## config.mk

```make
export PLATFORM = sky130hd
export DESIGN_NAME = ucs_status_clock
export DESIGN_NICKNAME = d
export VERILOG_FILES = /design/src/verilog/ucs_pkg.sv /design/src/verilog/ucs_ifs.sv /design/src/verilog/ucs_rx_fifo.sv /design/src/verilog/ucs_status_clock.sv /design/src/verilog/ucs_tick_gen.sv
export SDC_FILE = /design/constraint.sdc
export NUM_CORES = 1
export LEC_CHECK = 0
export ABC_AREA = 0
export BUFFER_PORTS_ARGS = -buffer_cell sky130_fd_sc_hd__buf_2
export CAP_MARGIN = 20
export CORE_ASPECT_RATIO = 0.8
export CORE_UTILIZATION = 60
export DETAILED_ROUTE_END_ITERATION = 8
export PLACE_DENSITY_LB_ADDON = 0.15
export SLEW_MARGIN = 20
export SYNTH_ARGS = -nofsm -noshare
export SYNTH_HDL_FRONTEND = slang
export SYNTH_SLANG_ARGS = --single-unit
```

## constraint.sdc

```tcl
create_clock -name pclk -period 3.7 [get_ports pclk]
set_clock_uncertainty 0.2 [all_clocks]
set_input_delay 0.555 -clock pclk [delete_from_list [all_inputs] [get_ports pclk]]
set_output_delay 0.555 -clock pclk [all_outputs]
set_load 0.01 [all_outputs]
```

## src/verilog/ucs_pkg.sv

```systemverilog
// Shared constants and types for the status and clock-select block
`default_nettype none
package ucs_pkg;
    // Byte addresses of the registers
    localparam logic [7:0] ADDR_STATUS = 8'h00;
    localparam logic [7:0] ADDR_CSEL = 8'h04;
    localparam logic [7:0] ADDR_CMD = 8'h08;
    localparam logic [7:0] ADDR_DATA = 8'h0c;
    localparam logic [7:0] ADDR_MODE = 8'h10;
    localparam logic [7:0] ADDR_DIV = 8'h14;
    // Status bit positions
    localparam int ST_BRK = 7;
    localparam int ST_FE = 6;
    localparam int ST_PE = 5;
    localparam int ST_OVR = 4;
    localparam int ST_TXE = 3;
    localparam int ST_TXF = 2;
    localparam int ST_FULL = 1;
    localparam int ST_AVL = 0;
    // Clock select fields and codes
    localparam int RCS_LSB = 4;
    localparam int TCS_LSB = 0;
    localparam logic [3:0] CS_PRE = 4'hd;
    localparam logic [3:0] CS_DT16 = 4'he;
    localparam logic [3:0] CS_DT = 4'hf;
    localparam logic [7:0] CSEL_RESET = 8'h00;
    // Command fields and codes
    localparam int MISC_LSB = 4;
    localparam int TC_LSB = 2;
    localparam int RC_LSB = 0;
    localparam logic [2:0] MISC_RST_RX = 3'h2;
    localparam logic [2:0] MISC_RST_TX = 3'h3;
    localparam logic [2:0] MISC_RST_ERR = 3'h4;
    localparam logic [1:0] EN_CODE = 2'h1;
    localparam logic [1:0] DIS_CODE = 2'h2;
    // Mode: [1:0] length-5, [3:2] parity mode, [4] parity type
    localparam int MD_PM_LSB = 2;
    localparam int MD_PT = 4;
    localparam logic [1:0] PM_FORCE = 2'h1;
    localparam logic [1:0] PM_NONE = 2'h2;
    localparam logic [1:0] PM_MDROP = 2'h3;
    localparam logic [4:0] MODE_RESET = 5'h0b;
    localparam logic [15:0] DIV_RESET = 16'h0001;
    // Oversampling, break recovery and FIFO size
    localparam logic [3:0] OVS_LAST = 4'hf;
    localparam logic [3:0] OVS_MID = 4'h7;
    localparam logic [1:0] BRK_HIGH_TICKS = 2'h2;
    localparam int FIFO_DEPTH = 3;
    localparam logic [1:0] FIFO_FULL_COUNT = 2'h3;
    typedef struct packed {
        logic brk;
        logic fe;
        logic pe;
        logic [7:0] data;
    } ucs_entry_t;
endpackage
`default_nettype wire

```

## src/verilog/ucs_ifs.sv

```systemverilog
// Interfaces between the core and its tick and FIFO helpers
`default_nettype none
interface ucs_tick_if;
    logic [3:0] sel;
    logic [15:0] div;
    logic tick;
    logic x1;
    modport gen(input sel, input div, output tick, output x1);
    modport core(output sel, output div, input tick, input x1);
endinterface
interface ucs_fifo_if;
    logic push;
    logic pop;
    logic clear;
    logic clr_err;
    ucs_pkg::ucs_entry_t wr;
    ucs_pkg::ucs_entry_t head;
    logic [1:0] count;
    modport store(input push, input pop, input clear, input clr_err,
        input wr, output head, output count);
    modport core(output push, output pop, output clear, output clr_err,
        output wr, input head, input count);
endinterface
`default_nettype wire

```

## src/verilog/ucs_rx_fifo.sv

```systemverilog
// Three-slot receive FIFO with status clear
`default_nettype none
module ucs_rx_fifo (
    // Clock and reset
    input wire logic pclk,
    input wire logic presetn,
    // Core side
    ucs_fifo_if.store fq
);
    typedef struct packed {
        ucs_pkg::ucs_entry_t [ucs_pkg::FIFO_DEPTH-1:0] mem;
        logic [1:0] rd;
        logic [1:0] wr;
        logic [1:0] count;
    } ucs_fifo_t;
    ucs_fifo_t r, n;
    logic do_pop, do_push;

    function automatic logic [1:0] inc(input logic [1:0] p);
        inc = (p == 2'(ucs_pkg::FIFO_DEPTH - 1)) ? 2'h0 : p + 2'h1;
    endfunction

    // Pointer and slot update; a push lands after the status clear
    always_comb begin
        n = r;
        do_pop = fq.pop & (r.count != 2'h0);
        do_push = fq.push &
            ((r.count != ucs_pkg::FIFO_FULL_COUNT) | do_pop);
        if (fq.clr_err) begin
            for (int i = 0; i < ucs_pkg::FIFO_DEPTH; i++) begin
                n.mem[i].brk = 1'b0;
                n.mem[i].fe = 1'b0;
                n.mem[i].pe = 1'b0;
            end
        end
        if (do_pop) begin
            n.rd = inc(r.rd);
        end
        if (do_push) begin
            n.mem[r.wr] = fq.wr;
            n.wr = inc(r.wr);
        end
        n.count = r.count + {1'b0, do_push} - {1'b0, do_pop};
        if (fq.clear) begin
            n.rd = 2'h0;
            n.wr = 2'h0;
            n.count = 2'h0;
        end
    end

    // State register
    always_ff @(posedge pclk or negedge presetn) begin
        if (!presetn) begin
            r <= '0;
        end else begin
            r <= n;
        end
    end

    assign fq.head = r.mem[r.rd];
    assign fq.count = r.count;
endmodule // ucs_rx_fifo
`default_nettype wire

```

## src/verilog/ucs_status_clock.sv

```systemverilog
// Serial channel status, clock select, receiver and transmitter core
`default_nettype none
module ucs_status_clock (
    // Clock and reset
    input wire logic pclk,
    input wire logic presetn,
    // APB slave
    input wire logic [7:0] paddr,
    input wire logic psel,
    input wire logic penable,
    input wire logic pwrite,
    input wire logic [31:0] pwdata,
    output logic [31:0] prdata,
    output logic pready,
    output logic pslverr,
    // Serial line and timer pin
    input wire logic rxd_in,
    output logic txd_out,
    input wire logic external_timer_input
);
    typedef enum logic [2:0] {
        RX_IDLE, RX_START, RX_DATA, RX_PAR, RX_STOP, RX_BRK
    } ucs_rx_state_t;

    typedef struct packed {
        logic rx_s1;
        logic rx_s2;
        logic [7:0] csel;
        logic [4:0] mode;
        logic [15:0] div;
        logic [31:0] prdata;
        logic rx_en;
        ucs_rx_state_t st;
        logic [3:0] ph;
        logic [2:0] bit_n;
        logic [7:0] sh;
        logic par;
        logic [1:0] brk_hi;
        ucs_pkg::ucs_entry_t wt;
        logic wt_v;
        logic ovr;
        logic tx_en;
        logic [7:0] hold;
        logic hold_v;
        logic busy;
        logic [10:0] frame;
        logic [3:0] left;
        logic [3:0] tph;
        logic txe;
        logic txf;
    } ucs_core_t;

    ucs_core_t r, n;
    ucs_pkg::ucs_entry_t ent;
    logic acc, wr_en, mapped, cmd_wr, data_wr;
    logic rst_rx, rst_tx, rst_err, bit_due, done, push_ok, pop_ok, ovr_ev;
    logic load, full, avail, par_on;
    logic [1:0] pm, tc, rc;
    logic [2:0] bit_last;
    logic [3:0] rx_last, tx_last;
    logic [7:0] stat, dm;
    logic [10:0] f;
    logic [31:0] rdval;

    ucs_tick_if rtk();
    ucs_tick_if ttk();
    ucs_fifo_if fq();

    // Separate tick sources for receiver and transmitter
    ucs_tick_gen u_rx_tick (
        .pclk(pclk),
        .presetn(presetn),
        .external_timer_input(external_timer_input),
        .tk(rtk)
    );
    ucs_tick_gen u_tx_tick (
        .pclk(pclk),
        .presetn(presetn),
        .external_timer_input(external_timer_input),
        .tk(ttk)
    );
    ucs_rx_fifo u_fifo (
        .pclk(pclk),
        .presetn(presetn),
        .fq(fq)
    );

    // Clock codes feed each source on its own
    assign rtk.sel = r.csel[ucs_pkg::RCS_LSB +: 4];
    assign ttk.sel = r.csel[ucs_pkg::TCS_LSB +: 4];
    assign rtk.div = r.div;
    assign ttk.div = r.div;

    // Expected parity bit for even/odd or forced parity
    function automatic logic exp_par(input logic [7:0] d,
                                     input logic [4:0] md);
        if (md[ucs_pkg::MD_PM_LSB +: 2] == ucs_pkg::PM_FORCE) begin
            exp_par = md[ucs_pkg::MD_PT];
        end else begin
            exp_par = (^d) ^ md[ucs_pkg::MD_PT];
        end
    endfunction

    // Status word; head flags shown only with data waiting
    always_comb begin
        full = fq.count == ucs_pkg::FIFO_FULL_COUNT;
        avail = fq.count != 2'h0;
        stat = {avail & fq.head.brk, avail & fq.head.fe,
                avail & fq.head.pe, r.ovr, r.txe, r.txf, full, avail};
    end

    // Register read mux
    always_comb begin
        mapped = 1'b1;
        rdval = 32'h0;
        case (paddr)
            ucs_pkg::ADDR_STATUS: rdval = {24'h0, stat};
            ucs_pkg::ADDR_DATA: rdval = {24'h0, fq.head.data};
            ucs_pkg::ADDR_MODE: rdval = {27'h0, r.mode};
            ucs_pkg::ADDR_DIV: rdval = {16'h0, r.div};
            ucs_pkg::ADDR_CSEL, ucs_pkg::ADDR_CMD: rdval = 32'h0;
            default: mapped = 1'b0;
        endcase
    end

    // Next state of the whole core
    always_comb begin
        n = r;
        acc = psel & penable;
        wr_en = acc & pwrite & mapped;
        cmd_wr = wr_en & (paddr == ucs_pkg::ADDR_CMD);
        data_wr = wr_en & (paddr == ucs_pkg::ADDR_DATA);
        pop_ok = acc & ~pwrite & (paddr == ucs_pkg::ADDR_DATA) & avail;
        tc = pwdata[ucs_pkg::TC_LSB +: 2];
        rc = pwdata[ucs_pkg::RC_LSB +: 2];
        rst_rx = cmd_wr &
            (pwdata[ucs_pkg::MISC_LSB +: 3] == ucs_pkg::MISC_RST_RX);
        rst_tx = cmd_wr &
            (pwdata[ucs_pkg::MISC_LSB +: 3] == ucs_pkg::MISC_RST_TX);
        rst_err = cmd_wr &
            (pwdata[ucs_pkg::MISC_LSB +: 3] == ucs_pkg::MISC_RST_ERR);
        pm = r.mode[ucs_pkg::MD_PM_LSB +: 2];
        par_on = pm != ucs_pkg::PM_NONE;
        bit_last = 3'h4 + {1'b0, r.mode[1:0]};
        rx_last = rtk.x1 ? 4'h0 : ucs_pkg::OVS_LAST;
        tx_last = ttk.x1 ? 4'h0 : ucs_pkg::OVS_LAST;
        n.rx_s1 = rxd_in;
        n.rx_s2 = r.rx_s1;
        // Completed character and its flags
        ent.data = r.sh;
        ent.fe = ~r.rx_s2;
        ent.brk = (r.sh == 8'h0) & ~(par_on & r.par) &
            ~r.rx_s2;
        if (pm == ucs_pkg::PM_MDROP) begin
            ent.pe = r.par;
        end else begin
            ent.pe = ~pm[1] & (r.par != exp_par(r.sh, r.mode));
        end
        done = 1'b0;
        bit_due = r.ph == rx_last;
        // Receiver sequence on the receive tick
        if (!r.rx_en) begin
            n.st = RX_IDLE;
        end else if (rtk.tick) begin
            if (r.st == RX_DATA || r.st == RX_PAR || r.st == RX_STOP) begin
                n.ph = bit_due ? 4'h0 : r.ph + 4'h1;
            end
            case (r.st)
                RX_IDLE: if (!r.rx_s2) begin
                    n.sh = 8'h0;
                    n.bit_n = 3'h0;
                    n.ph = 4'h0;
                    n.st = rtk.x1 ? RX_DATA : RX_START;
                end
                RX_START: if (r.ph == ucs_pkg::OVS_MID) begin
                    n.ph = 4'h0;
                    n.st = r.rx_s2 ? RX_IDLE : RX_DATA;
                end else begin
                    n.ph = r.ph + 4'h1;
                end
                RX_DATA: if (bit_due) begin
                    n.sh[r.bit_n] = r.rx_s2;
                    n.bit_n = r.bit_n + 3'h1;
                    if (r.bit_n == bit_last) begin
                        n.st = par_on ? RX_PAR : RX_STOP;
                    end
                end
                RX_PAR: if (bit_due) begin
                    n.par = r.rx_s2;
                    n.st = RX_STOP;
                end
                RX_STOP: if (bit_due) begin
                    done = 1'b1;
                    n.brk_hi = 2'h0;
                    n.st = ent.brk ? RX_BRK : RX_IDLE;
                end
                RX_BRK: if (!r.rx_s2) begin
                    n.brk_hi = 2'h0;
                end else if (r.brk_hi == ucs_pkg::BRK_HIGH_TICKS - 2'h1) begin
                    n.st = RX_IDLE;
                end else begin
                    n.brk_hi = r.brk_hi + 2'h1;
                end
                default: n.st = RX_IDLE;
            endcase
        end
        // Waiting character drains into the FIFO, overrun on collision
        push_ok = r.wt_v & (~full | pop_ok);
        ovr_ev = done & r.wt_v & ~push_ok;
        if (push_ok) begin
            n.wt_v = 1'b0;
        end
        if (rst_err) begin
            n.wt.brk = 1'b0;
            n.wt.fe = 1'b0;
            n.wt.pe = 1'b0;
            n.ovr = 1'b0;
        end
        if (done) begin
            n.wt = ent;
            n.wt_v = 1'b1;
        end
        if (ovr_ev) begin
            n.ovr = 1'b1;
        end
        // Transmit frame: start, data, optional parity, stop
        f = '1;
        f[0] = 1'b0;
        dm = 8'h0;
        for (int i = 0; i < 8; i++) begin
            if (3'(i) <= bit_last) begin
                f[i + 1] = r.hold[i];
                dm[i] = r.hold[i];
            end
        end
        if (par_on) begin
            f[{1'b0, bit_last} + 4'h2] = (pm == ucs_pkg::PM_MDROP) ?
                r.mode[ucs_pkg::MD_PT] : exp_par(dm, r.mode);
        end
        load = r.tx_en & ~r.busy & r.hold_v & ~data_wr;
        if (load) begin
            n.frame = f;
            n.left = {1'b0, bit_last} + 4'h3 + {3'h0, par_on};
            n.tph = 4'h0;
            n.busy = 1'b1;
            n.hold_v = 1'b0;
            n.txf = 1'b1;
            n.txe = 1'b0;
        end else if (r.busy && ttk.tick) begin
            if (r.tph == tx_last) begin
                n.tph = 4'h0;
                n.frame = {1'b1, r.frame[10:1]};
                n.left = r.left - 4'h1;
                if (r.left == 4'h1) begin
                    n.busy = 1'b0;
                    n.txe = r.tx_en & ~r.hold_v;
                end
            end else begin
                n.tph = r.tph + 4'h1;
            end
        end
        // Register writes
        if (data_wr) begin
            n.hold = pwdata[7:0];
            n.hold_v = 1'b1;
            n.txf = 1'b0;
        end
        if (wr_en && paddr == ucs_pkg::ADDR_CSEL) begin
            n.csel = pwdata[7:0];
        end
        if (wr_en && paddr == ucs_pkg::ADDR_MODE) begin
            n.mode = pwdata[4:0];
        end
        if (wr_en && paddr == ucs_pkg::ADDR_DIV) begin
            n.div = pwdata[15:0];
        end
        // Enable and disable fields
        if (cmd_wr && rc == ucs_pkg::EN_CODE) begin
            n.rx_en = 1'b1;
        end else if (cmd_wr && rc == ucs_pkg::DIS_CODE) begin
            n.rx_en = 1'b0;
        end
        if (cmd_wr && tc == ucs_pkg::EN_CODE && !r.tx_en) begin
            n.tx_en = 1'b1;
            n.txf = ~n.hold_v;
        end else if (cmd_wr && tc == ucs_pkg::DIS_CODE) begin
            n.tx_en = 1'b0;
            n.txe = 1'b0;
            n.txf = 1'b0;
        end
        // Receiver and transmitter resets
        if (rst_rx) begin
            n.rx_en = 1'b0;
            n.wt_v = 1'b0;
            n.st = RX_IDLE;
        end
        if (rst_tx) begin
            n.tx_en = 1'b0;
            n.txe = 1'b0;
            n.txf = 1'b0;
            n.busy = 1'b0;
            n.hold_v = 1'b0;
            n.frame = '1;
        end
        // Read data caught in the setup phase
        if (psel && !penable && !pwrite) begin
            n.prdata = rdval;
        end
    end

    // State register
    always_ff @(posedge pclk or negedge presetn) begin
        if (!presetn) begin
            r <= '0;
            r.rx_s1 <= 1'b1;
            r.rx_s2 <= 1'b1;
            r.csel <= ucs_pkg::CSEL_RESET;
            r.mode <= ucs_pkg::MODE_RESET;
            r.div <= ucs_pkg::DIV_RESET;
            r.st <= RX_IDLE;
            r.frame <= '1;
        end else begin
            r <= n;
        end
    end

    // FIFO hookup and outputs
    assign fq.push = push_ok;
    assign fq.pop = pop_ok;
    assign fq.clear = rst_rx;
    assign fq.clr_err = rst_err;
    assign fq.wr = r.wt;
    assign prdata = r.prdata;
    assign pready = 1'b1;
    assign pslverr = acc & ~mapped;
    assign txd_out = r.frame[0];
endmodule // ucs_status_clock
`default_nettype wire

```

## src/verilog/ucs_tick_gen.sv

```systemverilog
// Bit-clock tick source selected by one clock-select code
`default_nettype none
module ucs_tick_gen (
    // Clock and reset
    input wire logic pclk,
    input wire logic presetn,
    // Timer pin and tick port
    input wire logic external_timer_input,
    ucs_tick_if.gen tk
);
    typedef struct packed {
        logic s1;
        logic s2;
        logic s3;
        logic [15:0] pcnt;
        logic tick;
        logic x1;
    } ucs_tick_t;
    ucs_tick_t r, n;
    logic pre_tick, pin_edge;

    // Prescaler, pin edge and source choice
    always_comb begin
        n = r;
        n.s1 = external_timer_input;
        n.s2 = r.s1;
        n.s3 = r.s2;
        pin_edge = r.s2 & ~r.s3;
        pre_tick = ({1'b0, r.pcnt} + 17'h1) >= {1'b0, tk.div};
        n.pcnt = pre_tick ? 16'h0 : r.pcnt + 16'h1;
        n.tick = 1'b0;
        n.x1 = 1'b0;
        case (tk.sel)
            ucs_pkg::CS_PRE: n.tick = pre_tick;
            ucs_pkg::CS_DT16: n.tick = pin_edge;
            ucs_pkg::CS_DT: begin
                n.tick = pin_edge;
                n.x1 = 1'b1;
            end
            default: n.tick = 1'b0; // Reserved: no clock
        endcase
    end

    // State register
    always_ff @(posedge pclk or negedge presetn) begin
        if (!presetn) begin
            r <= '0;
        end else begin
            r <= n;
        end
    end

    assign tk.tick = r.tick;
    assign tk.x1 = r.x1;
endmodule // ucs_tick_gen
`default_nettype wire
```

# After elaboration in Yosys (flattened, before gate mapping)
# Index checks and enable logic that the tools add are counted.
# W data, S select, Z words.
dict set report totals {
  wordCells 344
  ff_bits 208
  output_inout_bits 35
}
dict set report classes {
  n_eq_ne 50
  muxes 112
  bitwise 45
  addsub 17
  magnitude_cmp 17
  reduce_logical 51
}
# operator n
set op_table {}
lappend op_table {{$pmux W16 S4} 1}
lappend op_table {{$mux W21} 3}
lappend op_table {{$mux W1} 51}
lappend op_table {{$mux W16} 3}
lappend op_table {{$mux W11} 4}
lappend op_table {{$mux W3} 14}
lappend op_table {{$add A16 B1 Y17 const B} 2}
lappend op_table {{$ge A17 B16 Y1} 2}
lappend op_table {{$bwmux W33} 1}
lappend op_table {{$mux W33} 1}
lappend op_table {{$add A16 B1 Y16 const B} 2}
lappend op_table {{$and A1 B1 Y1} 29}
lappend op_table {{$mux W4} 7}
lappend op_table {{$ne A4 B4 Y1 const B} 7}
lappend op_table {{$eq A4 B4 Y1 const B} 6}
lappend op_table {{$bmux W11 S2} 1}
lappend op_table {{$demux W11 S2} 1}
lappend op_table {{$mux W2} 11}
lappend op_table {{$pmux W11 S2} 1}
lappend op_table {{$mux W18} 1}
lappend op_table {{$pmux W3 S6} 1}
lappend op_table {{$reduce_bool A2 Y1} 9}
lappend op_table {{$reduce_bool A3 Y1} 6}
lappend op_table {{$eq A8 B4 Y1 const B} 2}
lappend op_table {{other kinds (61)} 126}

# Depth between registers and ports, before layout
# Gate-level depths: netlist of run 1.
dict set report depth {
  ltp_word 14
  ltp_mapped 15
  depth_no_buf 14
}

# By module
# From an unflattened synthesis of run 1, not the netlist that was laid out.
dict set report unflattened {
  cells_unflattened 1046
  hier_area_um2 10806.6
}
# module area_per_inst_um2 n_inst seq_area_each_um2 cells_each
set by_module_without_submodules {}
lappend by_module_without_submodules {ucs_status_clock 6155.9 1 2874.0 613}
lappend by_module_without_submodules {ucs_rx_fifo 1901.8 1 975.9 150}
lappend by_module_without_submodules {{ucs_tick_gen at u_rx_tick} 1388.8 1 525.5 143}
lappend by_module_without_submodules {{ucs_tick_gen at u_tx_tick} 1360.1 1 525.5 140}

# Least setup slack after synthesis of run 1
# OpenSTA, ideal clock, no wires.
dict set report synth_path {
  path_type {input port to flip-flop}
  startpoint {in paddr[5]}
  endpoint {reg u_fifo.r (netlist bit u_fifo.fq.count[1])}
  path_buffers 1
  setup_slack_ns 0.322
  cell_stages 11
  setup_ns 0.132
  t_arrival_ns 3.047
  t_required_ns 3.368
  path_cell_list {or4_4 or4b_4 or4_1 clkbuf_1 inv_1 ha_1 inv_1 ha_1 xor2_1 xnor2_1 nor2_1}
}
# element line
set synth_lines {}
lappend synth_lines {{from (decl)} ucs_status_clock.sv:8} ;# input wire logic [7:0] paddr,
lappend synth_lines {{to (signal assigned)} ucs_rx_fifo.sv:56} ;# r <= n;
lappend synth_lines {{to (decl)} ucs_rx_fifo.sv:16} ;# ucs_fifo_t r, n;

==> results.md, run 1 <==
* Status: finished clean
* DRC Markers at 0
* Top FF cell, synth: dfrtp_1
* Slowest CP cell: dfrtp_1
* Postcts setup bufs at 0
* Fin. Hold Viols at 0
* Sequential area share after synthesis at 0.468
* Post-synth EDFFs at 0
* Critical path type: flop to flop
* Die X at 149 um
* Most frequent CP cell: ha_1
* Crit share post-route at 0.944
* GPL Wtd Cong at 0.844
* Drt first pass iters at 6
* Io pins at 82
* Dpl hpwl at 16.7 mm
* Initial Utilization at 0.619
* Post-synthesis cell count at 1,062
* Synth Cell Area at 0.0103 sq mm
* Pin count of the biggest net entering global routing at 74
* Relative slew slack at 0.360
* VDD IR-drop max at 0.301 mV
* Max incr delay on CP at 0.41 ns
* Layout cells sized above 1 at 0.162
* Vias/cell at 5.87
* GRT Residual Overflow at 0
* Overall Power at 4.22 mW
* Slew Viols, Final at 0
* Final setup viols at 0
* Final Routed Wirelength at 23.4 mm
* Startpoint Class: flop
* Core ar. at 0.0167 sq mm
* Post-route minimum period at 3.49 ns
* Avg Inst Size Synth at 9.70 sq um
* Via count at 7,739
* Worst Tran Pin Value at 0.936 ns
* Crit-path max FO at 16
* Reg clk slew, reported paths at 0.07 ns
* PortBufs at 48
* Pwr/cell area at 376 mW/mm^2
* CP cell instances: ha_1 -> and3_1 -> inv_1 -> nor2_1 -> nand4_1 -> xnor2_1 -> ha_1 -> a21o_1 -> a21oi_1 -> o41ai_1 -> a31oi_1 -> a21bo_2 -> buf_4 -> nor2b_1
* Clk Latency, worst-skew pair at 0.44 ns
* Crit path DAT at 3.64 ns
* Area grow syn2layout at 9.02%
* Synth cell types at 76
* R2R setup slack at 0.21 ns
* Fin nets at 1,181
* Max frequency at 0.286 GHz
* Dpl ws at 0.124 ns
* Vias in the first global route at 7,186
* WL per Instance at 17.7 um
* Die ar. at 0.0177 sq mm
* CP top delay family: simple AND/OR/NAND/NOR gates
* Max-cap violation count at 0
* TritonCTS clock tree: built
* Initial antenna violation count at 0
* Worst Path Buf+Inv at 2
* Clk root buf: clkbuf_16
* Num CTS Buffers at 17
* Leak Pwr at 5.39 nW
* Clock sinks at 192
* Inserted Diodes at 0
* First-pass GRT wire length at 37.9 mm
* H-tree depth at 4
* Hold Path Class: primary input to flop
* Ys Warns at 0
* Drt initial violations at 667
* Rows at 42
* CTS Buffer Depth at 2
* Crit. End Element: flop
* Worst setup slack after layout at 0.207 ns
* Post-synth ARST share at 1.00
* GRT Resource Usage Total at 0.278
* #FFs+latches synth at 192
* Die H at 119 um
* Remaining antenna violation count at 0
* Req. time, crit path at 3.85 ns
-- stage by stage --
step                TNS, ns  cells  cell area [sq um]  utilization  hold slack [ns]
detailed placement        0   1285              10600        0.636            0.147
finish                    0   1319              11200        0.674           0.0359
CTS                       0   1318              11200        0.672          0.00556
global placement          0   1285              10600        0.636            0.146
global route        -0.0226   1319              11200        0.674           0.0231
floorplan                 0   1077              10400            -           0.0594
-- what timing repair did --
item,CTS,global route
hold endpoints to repair,60,1
setup endpoints to repair,0,16
hold buffers,1,1
resized for setup,0,6
-- kinds of logic (layout without fill, tap and decap cells) --
group / count (synthesis) / count (layout) / share of synthesized area
compound gates: 213 / 213 / 0.125
xor+xnor: 44 / 44 / 0.0374
fa+ha+maj: 48 / 48 / 0.0583
buf+inv: 129 / 151 / 0.0607
flops: 192 / 192 / 0.468
mux: 71 / 71 / 0.0758
other cells: 2 / 17 / 0.000729
simple gates: 363 / 363 / 0.173
-- synth_stat cells, types with 5 or more instances --
master,n,share of area
a31oi_1,11,0.0067
inv_1,52,0.019
nand2_1,145,0.053
nor3_1,10,0.0049
o21ai_0,107,0.052
nor2b_1,35,0.021
ha_1,48,0.058
mux2i_1,24,0.023
nor2_1,52,0.019
o31ai_1,7,0.0051
a211oi_1,5,0.0036
a21oi_1,33,0.016
clkbuf_1,35,0.013
mux2_2,44,0.048
and3_1,14,0.0085
nand4_1,10,0.0061
nand2b_1,7,0.0042
xor2_1,12,0.010
dfstp_2,17,0.043
nand3_1,44,0.021
dfrtp_1,175,0.43
buf_4,33,0.024
xnor2_1,32,0.027
o22a_1,5,0.0042
and2_1,8,0.0049
a21o_1,6,0.0044
-- final cells by class --
cell class / count / area, sq um
Clock buffer: 17 / 425
Clock inverter: 15 / 171
Fill cell: 1317 / 5430
Inverter: 53 / 199
Multi-Input combinational cell: 756 / 4930
Sequential cell: 192 / 4830
Tap cell: 220 / 275
Timing Repair Buffer: 66 / 402
-- where the power goes --
part	switching, mW	total (mW)	internal (mW)
clock	0.856	1.87	1.02
combinational	0.126	0.186	0.0594
sequential	0.0264	2.16	2.13
-- per-layer routing --
layer  share of wire  vias up  routed length, um  global-route usage
met5               0        -                  0                   0
met4           0.013        0                311              0.0715
met3           0.061       23               1420              0.0548
met2            0.44      241              10200               0.398
met1            0.49     3776              11500               0.427
li1                -     3699                  -                   -
-- cell usage in the layout (no fill, tap or decap), drive strengths merged, types with 4 or more instances in the layout --
cell	n
nand2b	7
nand4	10
o221ai	4
or4	4
mux2i	24
o22a	5
nor3	11
mux2	47
nand3	44
nand2	146
buf	63
a21o	6
clkbuf	18
dfrtp	175
nor2b	35
a22oi	4
nor2	52
o21ai	108
xor2	12
a31oi	11
a211oi	5
dfstp	17
conb	17
and2	10
inv	58
clkinv	6
xnor2	32
and3	14
a21oi	33
ha	48
o31ai	7
and4	4
nor3b	4
-- final timing paths --
path,cells after the start,end,start
min in group asynchronous,2,r[4],presetn
max reg2reg,14,u_rx_tick.r[6],u_rx_tick.r[2]
min,1,u_tx_tick.n[19],external_timer_input
max,14,u_rx_tick.r[6],u_rx_tick.r[2]
max in group asynchronous,3,pm[1],presetn
min reg2reg,0,r[128],n[128]
No activity file was read; power rests on OpenSTA's default activity.
==> run 2: changes to the inputs <==
clock period = 3.5 ns   (was 3.7 ns; I/O delays follow)
==> results.md, run 2 (synthesized netlist as in run 1, its figures left out) <==
* Status: finished clean
* Post-Layout Cell Count at 1,335 (+1.2%)
* Crit share post-route at 0.948 (+0.00382)
* Worst Path Buf+Inv at 0 (-2)
* Pwr/cell area at 398 mW/mm^2 (+6.0%)
* Die X at 149 um (unchanged)
* Fin. Hold Viols at 0 (unchanged)
* CP top delay family: compound AO/OA/AOI/OAI gates
* Critical path type: flop to flop
* GRT Residual Overflow at 0 (unchanged)
* Placed cell area at 0.0107 sq mm (+1.1%)
* DRC Markers at 0 (unchanged)
* CP cell instances: nand3_1 -> nor2_1 -> and3_2 -> and3_1 -> xor2_2 -> ha_1 -> a21oi_1 -> o21ai_0 -> a211oi_1 -> o311ai_0 -> a221o_1 -> a21o_4 -> nor2b_1
* GPL Wtd Cong at 0.862 (+2.1%)
* Reg clk slew, reported paths at 0.07 ns (about the same)
* Final Routed Wirelength at 23.4 mm (-0.11%)
* Vias/cell at 5.85 (-0.37%)
* Startpoint Class: flop
* Hold Path Class: primary input to flop
* Clk root buf: clkbuf_16
* Clock sinks at 192 (unchanged)
* TritonCTS clock tree: built
* Num CTS Buffers at 17 (unchanged)
* H-tree depth at 4 (unchanged)
* WL per Instance at 17.5 um (-1.3%)
* Layout cells sized above 1 at 0.172 (+0.0102)
* PortBufs at 48 (unchanged)
* First-pass GRT wire length at 37.7 mm (-0.58%)
* VDD IR-drop max at 0.274 mV (-8.7%)
* Slowest CP cell: dfrtp_1
* Rows at 42 (unchanged)
* Die ar. at 0.0177 sq mm (unchanged)
* Drt initial violations at 638 (-4.3%)
* Max frequency at 0.301 GHz (+5.3%)
* Relative slew slack at 0.394 (+0.0342)
* GRT Resource Usage Total at 0.277 (-0.000887)
* Crit-path max FO at 16 (unchanged)
* Initial antenna violation count at 0 (unchanged)
* Area grow syn2layout at 10.6%
* R2r startpoint: u_tx_tick.r[4]
* Fin area at 0.0114 sq mm (+1.4%)
* CTS Buffer Depth at 2 (unchanged)
* Hold Slack at 0.0922 ns (+0.0562 ns)
* Post-route minimum period at 3.32 ns (-0.175 ns)
* Most common cell after layout, fill and taps aside: dfrtp_1
* Io pins at 82 (unchanged)
* Leak Pwr at 5.49 nW (+1.9%)
* Worst setup slack after layout at 0.183 ns (-0.0246 ns)
* Die H at 119 um (unchanged)
* Min-delay src: pwdata[11]
* Drt first pass iters at 6 (unchanged)
* Crit. End Element: flop
* Overall Power at 4.53 mW (+7.5%)
* Pin count of the biggest net entering global routing at 94 (+27%)
* Final setup viols at 0 (unchanged)
* Max incr delay on CP at 0.39 ns (-0.02 ns)
* Core ar. at 0.0167 sq mm (unchanged)
* Initial Utilization at 0.619 (unchanged)
* Placed insts at 1,299 (+1.1%)
* Remaining antenna violation count at 0 (unchanged)
* Most frequent cells in the layout: dfrtp_1, nand2_1, o21ai_0, inv_1, nor2_1
* Worst Tran Pin Value at 0.907 ns (-0.0289 ns)
* Via count at 7,804 (+0.84%)
* Slew Viols, Final at 0 (unchanged)
* Dpl ws at -0.000159 ns (-0.124 ns)
* CP startpoint: u_tx_tick.r[4]
* Dpl hpwl at 16.7 mm (+0.47%)
* Clk Latency, worst-skew pair at 0.44 ns (about the same)
* Fin nets at 1,197 (+1.4%)
* Max-cap violation count at 0 (unchanged)
* Vias in the first global route at 7,204 (+0.25%)
* Inserted Diodes at 0 (unchanged)
* Crit path DAT at 3.47 ns (-0.17 ns)
* Req. time, crit path at 3.66 ns (-0.19 ns)
==> run 2: cell types whose count changed in the layout (fill, tap and decap cells not counted), moves of 2 or more <==
| cell | delta |
|---|---|
| clkinv_8 | +2 |
| buf_4 | +14 |
| clkinv_2 | -2 |
| clkinv_4 | -2 |
| inv_6 | +2 |
==> run 2: per-layer routing <==
metal	vias to the layer above	track usage	wire length, um
li1	3736	-	-
met1	3824	0.430	11700
met2	227	0.395	10100
met3	17	0.0544	1380
met4	0	0.0664	235
met5	-	0	0
==> run 2: cell type report <==
type                       instances  area [sq um]
inverter                          53           199
sequential                       192          4830
multi-input combinational        756          4940
timing repair buffer              82           537
clock inverter                    15           194
tap                              220           275
clock buffer                      17           425
fill                            1293          5270
==> run 2: metrics by stage <==
stage / util / setup TNS [ns]
after floorplan: - / 0
after global placement: 0.643 / 0
after detailed placement: 0.643 / -0.000159
after CTS: 0.682 / 0
after global routing: 0.684 / -0.00851
final: 0.684 / 0
==> run 2: final timing paths <==
path                       slack (ns)         endpoint  depth (start not counted)
min in group asynchronous        0.50             r[4]                          2
max in group asynchronous        1.78      u_fifo.r[4]                          3
max                              0.18  u_tx_tick.r[17]                         13
max reg2reg                      0.18  u_tx_tick.r[17]                         13
min reg2reg                      0.16           r[128]                          0
min                              0.09      rtk.div[11]                          3
==> run 2: worst register-to-register path: cells and delay by family, from the launching register on <==
kind,cells,cell delay (ns)
XOR/XNOR,1,0.18
adder cells (fa/ha/maj),1,0.28
AND/OR/NAND/NOR,5,0.88
flip-flops,1,0.39
AO/OA/AOI/OAI,6,1.28
==> run 2: repair_timing <==
action / 4_1_cts / 5_1_grt
hold buffers: 3 / 0
pin swaps: 0 / 0
hold endpoints to repair: 62 / 0
setup endpoints to repair: 8 / 25
buffers inserted: 0 / 1
gates resized for setup: 1 / 4
==> run 2: where the power goes <==
part / internal [mW] / switching [mW] / total [mW]
clock: 1.09 / 0.958 / 2.05
combinational: 0.0658 / 0.134 / 0.199
sequential: 2.26 / 0.0280 / 2.28
